File: src/shared/cfg_loader_defines.vh
`ifndef CFG_LOADER_DEFINES_VH
`define CFG_LOADER_DEFINES_VH

// ----------------------------------------------------------------
// register byte offsets
// ----------------------------------------------------------------
`define REG_CTRL          8'h00
`define REG_LEN           8'h04
`define REG_ADDR          8'h08
`define REG_STATUS        8'h0C
`define REG_DATA          8'h10
`define REG_COUNT         8'h14

// ----------------------------------------------------------------
// register select codes
// ----------------------------------------------------------------
`define SEL_CTRL          3'h0
`define SEL_LEN           3'h1
`define SEL_ADDR          3'h2
`define SEL_STATUS        3'h3
`define SEL_DATA          3'h4
`define SEL_COUNT         3'h5
`define SEL_NONE          3'h7

// ----------------------------------------------------------------
// control and status fields
// ----------------------------------------------------------------
`define CTRL_INIT_DONE_EN 0
`define CTRL_CLEAR_EN     1
`define CTRL_OE_EN        2
`define CTRL_USER_CLK_EN  3
`define CTRL_MASK         32'h0000_000F
`define STS_ABORT         12

// ----------------------------------------------------------------
// reset values
// ----------------------------------------------------------------
`define CTRL_RST          32'h0000_0000
`define LEN_RST           16'h0100
`define ADDR_RST          24'h00_0000

// ----------------------------------------------------------------
// modes, commands, timing, responses, sync width
// ----------------------------------------------------------------
`define MODE_AS           2'h0
`define MODE_PS           2'h1
`define CMD_READ          8'h03
`define HDR_BITS          17'h0_0020
`define DIV_HALF          3'h3
`define INIT_CYCLES       8'h10
`define RESP_OKAY         2'h0
`define RESP_SLVERR       2'h2
`define SYNC_W            9

`endif

File: src/rtl/cfg_pin_sync.v
`timescale 1ns/1ps
`include "cfg_loader_defines.vh"

// two-stage synchroniser, one chain per bit
module cfg_pin_sync #(
  parameter WIDTH = `SYNC_W
) (
  input  wire             clk,
  input  wire             rst_n,
  input  wire [WIDTH-1:0] d,
  output wire [WIDTH-1:0] q
);

  genvar i;
  generate
    for (i = 0; i < WIDTH; i = i + 1) begin : g_bit
      reg meta_ff;
      reg sync_ff;
      always @(posedge clk) begin
        if (!rst_n) begin
          meta_ff <= 1'b0;
          sync_ff <= 1'b0;
        end else begin
          meta_ff <= d[i];
          sync_ff <= meta_ff;
        end
      end
      assign q[i] = sync_ff;
    end
  endgenerate

endmodule // cfg_pin_sync

File: src/rtl/config_chain_and_global_override_pins.v
`timescale 1ns/1ps
`include "cfg_loader_defines.vh"

module config_chain_and_global_override_pins (
  input  wire        aclk,
  input  wire        aresetn,
  input  wire [7:0]  awaddr,
  input  wire [2:0]  awprot,
  input  wire        awvalid,
  output wire        awready,
  input  wire [31:0] wdata,
  input  wire [3:0]  wstrb,
  input  wire        wvalid,
  output wire        wready,
  output wire [1:0]  bresp,
  output wire        bvalid,
  input  wire        bready,
  input  wire [7:0]  araddr,
  input  wire [2:0]  arprot,
  input  wire        arvalid,
  output wire        arready,
  output wire [31:0] rdata,
  output wire [1:0]  rresp,
  output wire        rvalid,
  input  wire        rready,
  input  wire        cfg_restart_n,
  input  wire        chain_enable_in_n,
  output wire        chain_enable_out_n,
  input  wire [1:0]  cfg_mode_select,
  input  wire        cfg_serial_clock_in,
  output wire        cfg_serial_clock_out,
  output wire        cfg_serial_clock_oe_n,
  input  wire        cfg_data_in,
  output wire        serial_cfg_data_out,
  output wire        serial_cfg_data_out_oe_n,
  output wire        cfg_mem_select_n,
  output wire        cfg_mem_select_oe_n,
  output wire        serial_pins_user_io,
  output wire        init_done_out,
  output wire        init_done_oe_n,
  input  wire        user_init_clock,
  output wire        init_pins_user_io,
  input  wire        global_clear_n,
  input  wire        global_output_enable,
  output wire        clear_all_regs,
  output wire        io_tristate_all
);

  // ----------------------------------------------------------------
  // states
  // ----------------------------------------------------------------
  localparam [2:0] ST_RESET = 3'h0;
  localparam [2:0] ST_WAIT  = 3'h1;
  localparam [2:0] ST_LOAD  = 3'h2;
  localparam [2:0] ST_INIT  = 3'h3;
  localparam [2:0] ST_USER  = 3'h4;

  // ----------------------------------------------------------------
  // address decode
  // ----------------------------------------------------------------
  function [2:0] reg_sel;
    input [7:0] a;
    begin
      case (a)
        `REG_CTRL:   reg_sel = `SEL_CTRL;
        `REG_LEN:    reg_sel = `SEL_LEN;
        `REG_ADDR:   reg_sel = `SEL_ADDR;
        `REG_STATUS: reg_sel = `SEL_STATUS;
        `REG_DATA:   reg_sel = `SEL_DATA;
        `REG_COUNT:  reg_sel = `SEL_COUNT;
        default:     reg_sel = `SEL_NONE;
      endcase
    end
  endfunction

  function [31:0] merge;
    input [31:0] old;
    input [31:0] dat;
    input [3:0]  strb;
    integer k;
    begin
      merge = old;
      for (k = 0; k < 4; k = k + 1) begin
        if (strb[k]) begin
          merge[k*8 +: 8] = dat[k*8 +: 8];
        end
      end
    end
  endfunction

  // ----------------------------------------------------------------
  // pin synchronisers
  // ----------------------------------------------------------------
  wire [`SYNC_W-1:0] pin_s;
  wire               rst_s;
  wire               ce_s;
  wire [1:0]         msel_s;
  wire               sclk_s;
  wire               din_s;
  wire               uclk_s;
  wire               gclr_s;
  wire               goe_s;

  cfg_pin_sync #(
    .WIDTH (`SYNC_W)
  ) u_sync (
    .clk   (aclk),
    .rst_n (aresetn),
    .d     ({global_output_enable, global_clear_n, user_init_clock,
             cfg_data_in, cfg_serial_clock_in, cfg_mode_select,
             chain_enable_in_n, cfg_restart_n}),
    .q     (pin_s)
  );

  assign {goe_s, gclr_s, uclk_s, din_s, sclk_s, msel_s, ce_s, rst_s} = pin_s;

  reg  [2:0]  prev_ff;
  wire        rst_rise;
  wire        sclk_rise;
  wire        uclk_rise;

  always @(posedge aclk) begin
    if (!aresetn) begin
      prev_ff <= 3'h0;
    end else begin
      prev_ff <= {uclk_s, sclk_s, rst_s};
    end
  end

  assign rst_rise  = rst_s & ~prev_ff[0];
  assign sclk_rise = sclk_s & ~prev_ff[1];
  assign uclk_rise = uclk_s & ~prev_ff[2];

  // ----------------------------------------------------------------
  // register file
  // ----------------------------------------------------------------
  reg  [31:0] ctrl_ff;
  reg  [15:0] len_ff;
  reg  [23:0] addr_ff;
  reg  [31:0] data_ff;
  reg  [15:0] count_ff;
  reg         abort_ff;
  reg  [2:0]  state_ff;
  reg  [2:0]  nxt_state;
  reg  [1:0]  mode_ff;

  reg         aw_got_ff;
  reg         w_got_ff;
  reg  [7:0]  awaddr_ff;
  reg  [31:0] wdata_ff;
  reg  [3:0]  wstrb_ff;
  reg         bvalid_ff;
  reg  [1:0]  bresp_ff;
  reg         rvalid_ff;
  reg  [31:0] rdata_ff;
  reg  [1:0]  rresp_ff;
  reg  [31:0] rd_mux;

  wire        wr_fire = aw_got_ff & w_got_ff;
  wire [31:0] len_wr  = merge({16'h0000, len_ff}, wdata_ff, wstrb_ff);
  wire [31:0] addr_wr = merge({8'h00, addr_ff}, wdata_ff, wstrb_ff);
  wire [2:0]  wr_sel  = reg_sel(awaddr_ff);
  wire [2:0]  rd_sel  = reg_sel(araddr);
  wire [31:0] status  = {19'h0_0000, abort_ff, 1'b0, rst_s, ce_s,
                         (state_ff == ST_USER), 2'h0, mode_ff, 1'b0, state_ff};

  assign awready = ~aw_got_ff & ~bvalid_ff;
  assign wready  = ~w_got_ff & ~bvalid_ff;
  assign bvalid  = bvalid_ff;
  assign bresp   = bresp_ff;
  assign arready = ~rvalid_ff;
  assign rvalid  = rvalid_ff;
  assign rdata   = rdata_ff;
  assign rresp   = rresp_ff;

  always @(posedge aclk) begin
    if (!aresetn) begin
      aw_got_ff <= 1'b0;
      w_got_ff  <= 1'b0;
      awaddr_ff <= 8'h00;
      wdata_ff  <= 32'h0000_0000;
      wstrb_ff  <= 4'h0;
      bvalid_ff <= 1'b0;
      bresp_ff  <= `RESP_OKAY;
    end else begin
      if (awvalid & awready) begin
        aw_got_ff <= 1'b1;
        awaddr_ff <= awaddr;
      end
      if (wvalid & wready) begin
        w_got_ff <= 1'b1;
        wdata_ff <= wdata;
        wstrb_ff <= wstrb;
      end
      if (wr_fire) begin
        aw_got_ff <= 1'b0;
        w_got_ff  <= 1'b0;
        bvalid_ff <= 1'b1;
        bresp_ff  <= (wr_sel == `SEL_NONE) ? `RESP_SLVERR : `RESP_OKAY;
      end
      if (bvalid_ff & bready) begin
        bvalid_ff <= 1'b0;
      end
    end
  end

  // status, data and count are read-only; abort clears by writing one
  always @(posedge aclk) begin
    if (!aresetn) begin
      ctrl_ff <= `CTRL_RST;
      len_ff  <= `LEN_RST;
      addr_ff <= `ADDR_RST;
    end else if (wr_fire) begin
      case (wr_sel)
        `SEL_CTRL: ctrl_ff <= merge(ctrl_ff, wdata_ff, wstrb_ff) & `CTRL_MASK;
        `SEL_LEN:  len_ff  <= len_wr[15:0];
        `SEL_ADDR: addr_ff <= addr_wr[23:0];
        default: begin
        end
      endcase
    end
  end

  always @* begin
    case (rd_sel)
      `SEL_CTRL:   rd_mux = ctrl_ff;
      `SEL_LEN:    rd_mux = {16'h0000, len_ff};
      `SEL_ADDR:   rd_mux = {8'h00, addr_ff};
      `SEL_STATUS: rd_mux = status;
      `SEL_DATA:   rd_mux = data_ff;
      `SEL_COUNT:  rd_mux = {16'h0000, count_ff};
      default:     rd_mux = 32'h0000_0000;
    endcase
  end

  always @(posedge aclk) begin
    if (!aresetn) begin
      rvalid_ff <= 1'b0;
      rdata_ff  <= 32'h0000_0000;
      rresp_ff  <= `RESP_OKAY;
    end else if (arvalid & arready) begin
      rvalid_ff <= 1'b1;
      rdata_ff  <= rd_mux;
      rresp_ff  <= (rd_sel == `SEL_NONE) ? `RESP_SLVERR : `RESP_OKAY;
    end else if (rvalid_ff & rready) begin
      rvalid_ff <= 1'b0;
    end
  end

  // ----------------------------------------------------------------
  // serial transfer
  // ----------------------------------------------------------------
  reg  [2:0]  div_cnt_ff;
  reg         sclk_ff;
  reg  [16:0] bit_cnt_ff;
  reg  [31:0] shift_out_ff;
  reg  [7:0]  init_cnt_ff;

  wire        as_mode   = (mode_ff == `MODE_AS);
  wire        div_tick  = (div_cnt_ff == `DIV_HALF);
  wire [16:0] target    = as_mode ? ({1'b0, len_ff} + `HDR_BITS) : {1'b0, len_ff};
  wire        load_done = (bit_cnt_ff == target);
  wire        bit_rise  = ~load_done & (as_mode ? (div_tick & ~sclk_ff) : sclk_rise);
  wire        bit_fall  = as_mode & div_tick & sclk_ff;
  wire        capture   = ~as_mode | (bit_cnt_ff >= `HDR_BITS);
  wire        init_tick = ctrl_ff[`CTRL_USER_CLK_EN] ? uclk_rise : 1'b1;
  wire        init_done = (init_cnt_ff == `INIT_CYCLES);

  always @(posedge aclk) begin
    if (!aresetn) begin
      div_cnt_ff   <= 3'h0;
      sclk_ff      <= 1'b0;
      bit_cnt_ff   <= 17'h0_0000;
      shift_out_ff <= 32'h0000_0000;
      data_ff      <= 32'h0000_0000;
    end else if (state_ff != ST_LOAD) begin
      div_cnt_ff   <= 3'h0;
      sclk_ff      <= 1'b0;
      bit_cnt_ff   <= 17'h0_0000;
      shift_out_ff <= {`CMD_READ, addr_ff};
    end else begin
      if (as_mode & ~load_done) begin
        div_cnt_ff <= div_tick ? 3'h0 : div_cnt_ff + 3'h1;
        if (div_tick) begin
          sclk_ff <= ~sclk_ff;
        end
      end
      if (bit_rise) begin
        bit_cnt_ff <= bit_cnt_ff + 17'h0_0001;
        if (capture) begin
          data_ff <= {data_ff[30:0], din_s};
        end
      end
      if (bit_fall) begin
        shift_out_ff <= {shift_out_ff[30:0], 1'b0};
      end
    end
  end

  always @(posedge aclk) begin
    if (!aresetn) begin
      init_cnt_ff <= 8'h00;
    end else if (state_ff != ST_INIT) begin
      init_cnt_ff <= 8'h00;
    end else if (init_tick & ~init_done) begin
      init_cnt_ff <= init_cnt_ff + 8'h01;
    end
  end

  // ----------------------------------------------------------------
  // configuration sequence
  // ----------------------------------------------------------------
  always @* begin
    nxt_state = state_ff;
    case (state_ff)
      ST_RESET: begin
        if (rst_rise) begin
          nxt_state = ST_WAIT;
        end
      end
      ST_WAIT: begin
        if (!ce_s) begin
          nxt_state = ST_LOAD;
        end
      end
      ST_LOAD: begin
        if (ce_s) begin
          nxt_state = ST_WAIT;
        end else if (load_done) begin
          nxt_state = ST_INIT;
        end
      end
      ST_INIT: begin
        if (ce_s) begin
          nxt_state = ST_WAIT;
        end else if (init_done) begin
          nxt_state = ST_USER;
        end
      end
      ST_USER: begin
        nxt_state = ST_USER;
      end
      default: begin
        nxt_state = ST_RESET;
      end
    endcase
    if (!rst_s) begin
      nxt_state = ST_RESET;
    end
  end

  wire abort_set = ce_s & ((state_ff == ST_LOAD) | (state_ff == ST_INIT));
  wire abort_clr = wr_fire & (wr_sel == `SEL_STATUS) & wstrb_ff[1] & wdata_ff[`STS_ABORT];

  always @(posedge aclk) begin
    if (!aresetn) begin
      state_ff <= ST_RESET;
      mode_ff  <= `MODE_AS;
      count_ff <= 16'h0000;
      abort_ff <= 1'b0;
    end else begin
      state_ff <= nxt_state;
      if ((state_ff == ST_RESET) & rst_rise) begin
        mode_ff <= msel_s;
      end
      if ((state_ff == ST_INIT) & (nxt_state == ST_USER)) begin
        count_ff <= count_ff + 16'h0001;
      end
      if (abort_set) begin
        abort_ff <= 1'b1;
      end else if (abort_clr) begin
        abort_ff <= 1'b0;
      end
    end
  end

  // ----------------------------------------------------------------
  // pin control
  // ----------------------------------------------------------------
  reg  cs_n_ff;
  reg  as_drive_ff;
  reg  ce_out_n_ff;
  reg  init_oe_n_ff;
  reg  clear_ff;
  reg  tri_ff;
  wire loading_as = (nxt_state == ST_LOAD) & (mode_ff == `MODE_AS);

  always @(posedge aclk) begin
    if (!aresetn) begin
      cs_n_ff      <= 1'b1;
      as_drive_ff  <= 1'b0;
      ce_out_n_ff  <= 1'b1;
      init_oe_n_ff <= 1'b1;
      clear_ff     <= 1'b0;
      tri_ff       <= 1'b1;
    end else begin
      cs_n_ff      <= ~(loading_as & ~load_done);
      as_drive_ff  <= loading_as;
      ce_out_n_ff  <= ~(nxt_state == ST_USER);
      init_oe_n_ff <= ~(ctrl_ff[`CTRL_INIT_DONE_EN] & (nxt_state != ST_USER) &
                        (nxt_state != ST_RESET));
      clear_ff     <= ctrl_ff[`CTRL_CLEAR_EN] & ~gclr_s;
      tri_ff       <= ~rst_s | (ctrl_ff[`CTRL_OE_EN] & ~goe_s) |
                      (nxt_state != ST_USER);
    end
  end

  assign cfg_mem_select_n         = cs_n_ff;
  assign cfg_mem_select_oe_n      = ~as_drive_ff;
  assign serial_cfg_data_out      = shift_out_ff[31];
  assign serial_cfg_data_out_oe_n = ~as_drive_ff;
  assign serial_pins_user_io      = (mode_ff != `MODE_AS) | (state_ff == ST_USER);
  assign cfg_serial_clock_out     = sclk_ff;
  assign cfg_serial_clock_oe_n    = ~as_drive_ff;
  assign chain_enable_out_n       = ce_out_n_ff;
  assign init_done_out            = 1'b0;
  assign init_done_oe_n           = init_oe_n_ff;
  assign init_pins_user_io        = (state_ff == ST_USER) |
                                    ~ctrl_ff[`CTRL_INIT_DONE_EN];
  assign clear_all_regs           = clear_ff;
  assign io_tristate_all          = tri_ff;

endmodule // config_chain_and_global_override_pins

File: config.mk
export PLATFORM = sky130hd
export DESIGN_NAME = config_chain_and_global_override_pins
export DESIGN_NICKNAME = d
export VERILOG_FILES = /design/src/rtl/cfg_pin_sync.v /design/src/rtl/config_chain_and_global_override_pins.v
export VERILOG_INCLUDE_DIRS = /design/src /design/src/shared
export SDC_FILE = /design/constraint.sdc
export NUM_CORES = 1
export LEC_CHECK = 0
export BUFFER_PORTS_ARGS = -buffer_cell sky130_fd_sc_hd__buf_2
export CAP_MARGIN = 10
export CORE_ASPECT_RATIO = 1.25
export CORE_MARGIN = 5
export CORE_UTILIZATION = 50
export CTS_CLUSTER_SIZE = 14
export DETAILED_ROUTE_END_ITERATION = 16
export PLACE_DENSITY = 0.74
export SETUP_SLACK_MARGIN = 0.4
export SLEW_MARGIN = 20
export SYNTH_ARGS = -nofsm -noshare
export SYNTH_HDL_FRONTEND = slang
export SYNTH_SLANG_ARGS = --single-unit
export TNS_END_PERCENT = 30
File: constraint.sdc
create_clock -name aclk -period 8.4 [get_ports aclk]
set_clock_uncertainty 0.1 [all_clocks]
set_input_delay 0 -clock aclk [delete_from_list [all_inputs] [get_ports aclk]]
set_output_delay 0 -clock aclk [all_outputs]
set_load 0.1 [all_outputs]
==> results.sh <==
export IMPL_powerDensity_nw_per_um2=195
export IMPL_tightest_slew_ns=1.09
export IMPL_postCtsSetupRepairBufs=0
export IMPL_crit_arrival_ns=3.62
export IMPL_cts_buffers=26
export IMPL_report_final_slew_viol_count=0
export IMPL_vias_per_cell=5.50
export IMPL_nets=1451
export IMPL_hp_class="in -> reg"
export IMPL_finalHoldViolCount=0
export IMPL_status="complete, no violations"
export IMPL_grt_pass1_vias=8897
export IMPL_antenna_cells=0
export IMPL_place_ws_ns=5.17
export IMPL_rows=61
export IMPL_grt_pass1_wl_mm=44.0
export IMPL_synthesis_area_um2=11300
export IMPL_yosysUniqueCellTypes=71
export IMPL_finalSetupTns_ns=0
export IMPL_max_vdd_ir_drop_v=0.000167
export IMPL_drtIter0Drc=697
export IMPL_p_leak_nw=5.46
export IMPL_setup_viol=0
export IMPL_ys_seq_area_frac=0.459
export IMPL_ys_ff_latch=259
export IMPL_wl_per_cell_um=16.3
export IMPL_syn_area_per_cell_um2=9.11
export IMPL_utilization=0.604
export IMPL_clk_latency_ns=0.53
export IMPL_synth_top_family_by_area="simple AND/OR/NAND/NOR gates"
export IMPL_grt_max_degree=118
export IMPL_finalCritPeriodShare=0.388
export IMPL_critPathKind="reg -> reg"
export IMPL_wirelength_mm=27.2
export IMPL_setup_ws_ns=5.14
export IMPL_synth_compound_area_share=0.171
export IMPL_layout_common_cells="261 x nand2_1, 259 x dfxtp_1, 108 x buf_2"
export IMPL_antenna_found_initial=0
export IMPL_clk_pin_slew_ns=0.06
export IMPL_die_height_um=178
export IMPL_h_tree_depth=1
export IMPL_final_common_cell="nand2_1"
export IMPL_cts_tree="yes"
export IMPL_synth_xor_area_frac=0.0287
export IMPL_muxShareOfSynthArea=0.0718
export IMPL_grt_setup_unrepaired="no"
export IMPL_drcViolationCount=0
export IMPL_cts_buffer_depth=3
export IMPL_cts_sinks=259
export IMPL_required_ns=8.76
export IMPL_place_hpwl_mm=18.2
export IMPL_grt_overflow=0
export IMPL_synthFlopType="dfxtp_1"
export IMPL_start_util=0.507
export IMPL_nFillCells=1936
export IMPL_layout_area_overhead_vs_synth_pct=19.1
export IMPL_drtPass1Iterations=6
export IMPL_period_minus_slack_ns=3.26
export IMPL_synth_edf_count=0
export IMPL_cap_violations=0
export IMPL_io_buffers=109
export IMPL_grt_use_total=0.208
export IMPL_relSlewSlack=0.270
export IMPL_drive_gt1_frac=0.128
export IMPL_boundaryPins=128
export IMPL_start_kind="flip-flop"
export IMPL_path_max_fanout=32
export IMPL_vias=9191
export IMPL_die_w_um=144
export IMPL_synthCells=1240
export IMPL_synthSimpleGateAreaFrac=0.219
export IMPL_fmaxAchievable_mhz=307
export IMPL_ys_async_sr_fraction=0
export IMPL_yosysWarnings=0
export IMPL_dieArea_um2=25700
export IMPL_cp_end_kind="flip-flop"
export IMPL_core_um2=22300
export IMPL_yosys_area_share_adder=0.00886
export IMPL_ant_nets=0
export IMPL_place_congestion=0.848
export IMPL_cts_root_buffer="clkbuf_16"
==> Yosys cell counts (all sizes together) (14+ instances only) <==
cell / n / area share
nor2: 37 / 0.012
o211a: 25 / 0.022
and2: 51 / 0.028
dfxtp: 259 / 0.46
nor2b: 37 / 0.020
nand3: 24 / 0.011
xnor2: 26 / 0.020
buf: 21 / 0.015
nand2: 261 / 0.087
nand4: 14 / 0.0078
o21ai: 24 / 0.011
a222oi: 16 / 0.014
inv: 16 / 0.0053
a21boi: 83 / 0.055
mux2i: 81 / 0.072
a22oi: 19 / 0.013
a21oi: 24 / 0.011
clkbuf: 63 / 0.021
==> layer usage <==
layer	wire length, um	GRT usage	up-vias	share of wire
li1	-	-	4586	-
met1	11200	0.254	4330	0.41
met2	14100	0.378	231	0.52
met3	1320	0.0292	44	0.048
met4	646	0.0579	0	0.024
met5	0	0	-	0
==> registers in the layout, summed over array words and instances (netlist names), 9 cells and up <==
name / count
bit_cnt_ff: 17
shift_out_ff: 32
rdata: 32
len_ff: 16
addr_ff: 24
count_ff: 16
u_sync.g_bit.meta_ff: 9
u_sync.g_bit.sync_ff: 9
wdata_ff: 24
data_ff: 32
==> worst paths after layout <==
kind | startpoint | to | slack, ns | cells past startpoint
hold / removal | araddr[2] | rdata[8]$_SDFFE_PN0P_ | 0.1 | 6
setup reg to reg | len_ff[5]$_SDFFE_PN0P_ | data_ff[18]$_SDFFE_PN0P_ | 5.14 | 8
hold reg to reg | u_sync.g_bit[5].meta_ff$_SDFF_PN0_ | u_sync.g_bit[5].sync_ff$_SDFF_PN0_ | 0.33 | 1
setup / recovery | len_ff[5]$_SDFFE_PN0P_ | data_ff[18]$_SDFFE_PN0P_ | 5.14 | 8
==> through the flow <==
step           total power [mW]  hold WS, ns  area (um^2)  std cells
5_1_grt                    2.71        0.105        13500       1671
3_3_place_gp               1.40        0.106        11900       1556
3_5_place_dp               1.40        0.109        11900       1556
6_report                   2.62       0.0952        13500       1671
4_1_cts                    2.64       0.0611        13500       1671
2_1_floorplan              1.37       0.0273        11300       1242
==> worst max-delay path, cell delays in order (launching register included) <==
cell and delay, ns:
dfxtp_1 0.53, ha_1 0.32, nand4bb_1 0.24, nor2_1 0.18, xnor2_1 0.08, a211oi_1 0.55, o41a_4 0.31, and3_4 0.57
mux2i_1 0.27
==> logic make-up (layout without fill, tap and decap cells) <==
family	Yosys count	count (layout)
AOI/OAI and AO/OA	248	248
buffers and inverters	100	246
muxes	81	81
other	1	3
DFF	259	259
adders and majority gates	8	8
and+or+nand+nor	506	506
xor gates and xnor gates	37	37
==> final cells by class <==
class / instances / area [um^2] / share of cell area
multi-input combinational: 883 / 5670 / 0.422
sequential: 259 / 5180 / 0.385
timing repair buffer: 183 / 1270 / 0.0947
clock buffer: 38 / 746 / 0.0554
tap: 283 / 354 / 0.0263
clock inverter: 9 / 163 / 0.0121
inverter: 16 / 60.1 / 0.00446
==> where the power goes <==
part           switching (mW)  leakage (nW)  internal (mW)
combinational          0.0816          2.92         0.0576
clock                   0.480         0.440          0.740
sequential             0.0166          2.10           1.25
==> repair_timing <==
action / 4_1_cts / 5_1_grt
hold buffers: 68 / 0
endpoints found under the hold margin: 60 / 0
resized for setup: 0 / 0
(Power assumes the default switching activity.)
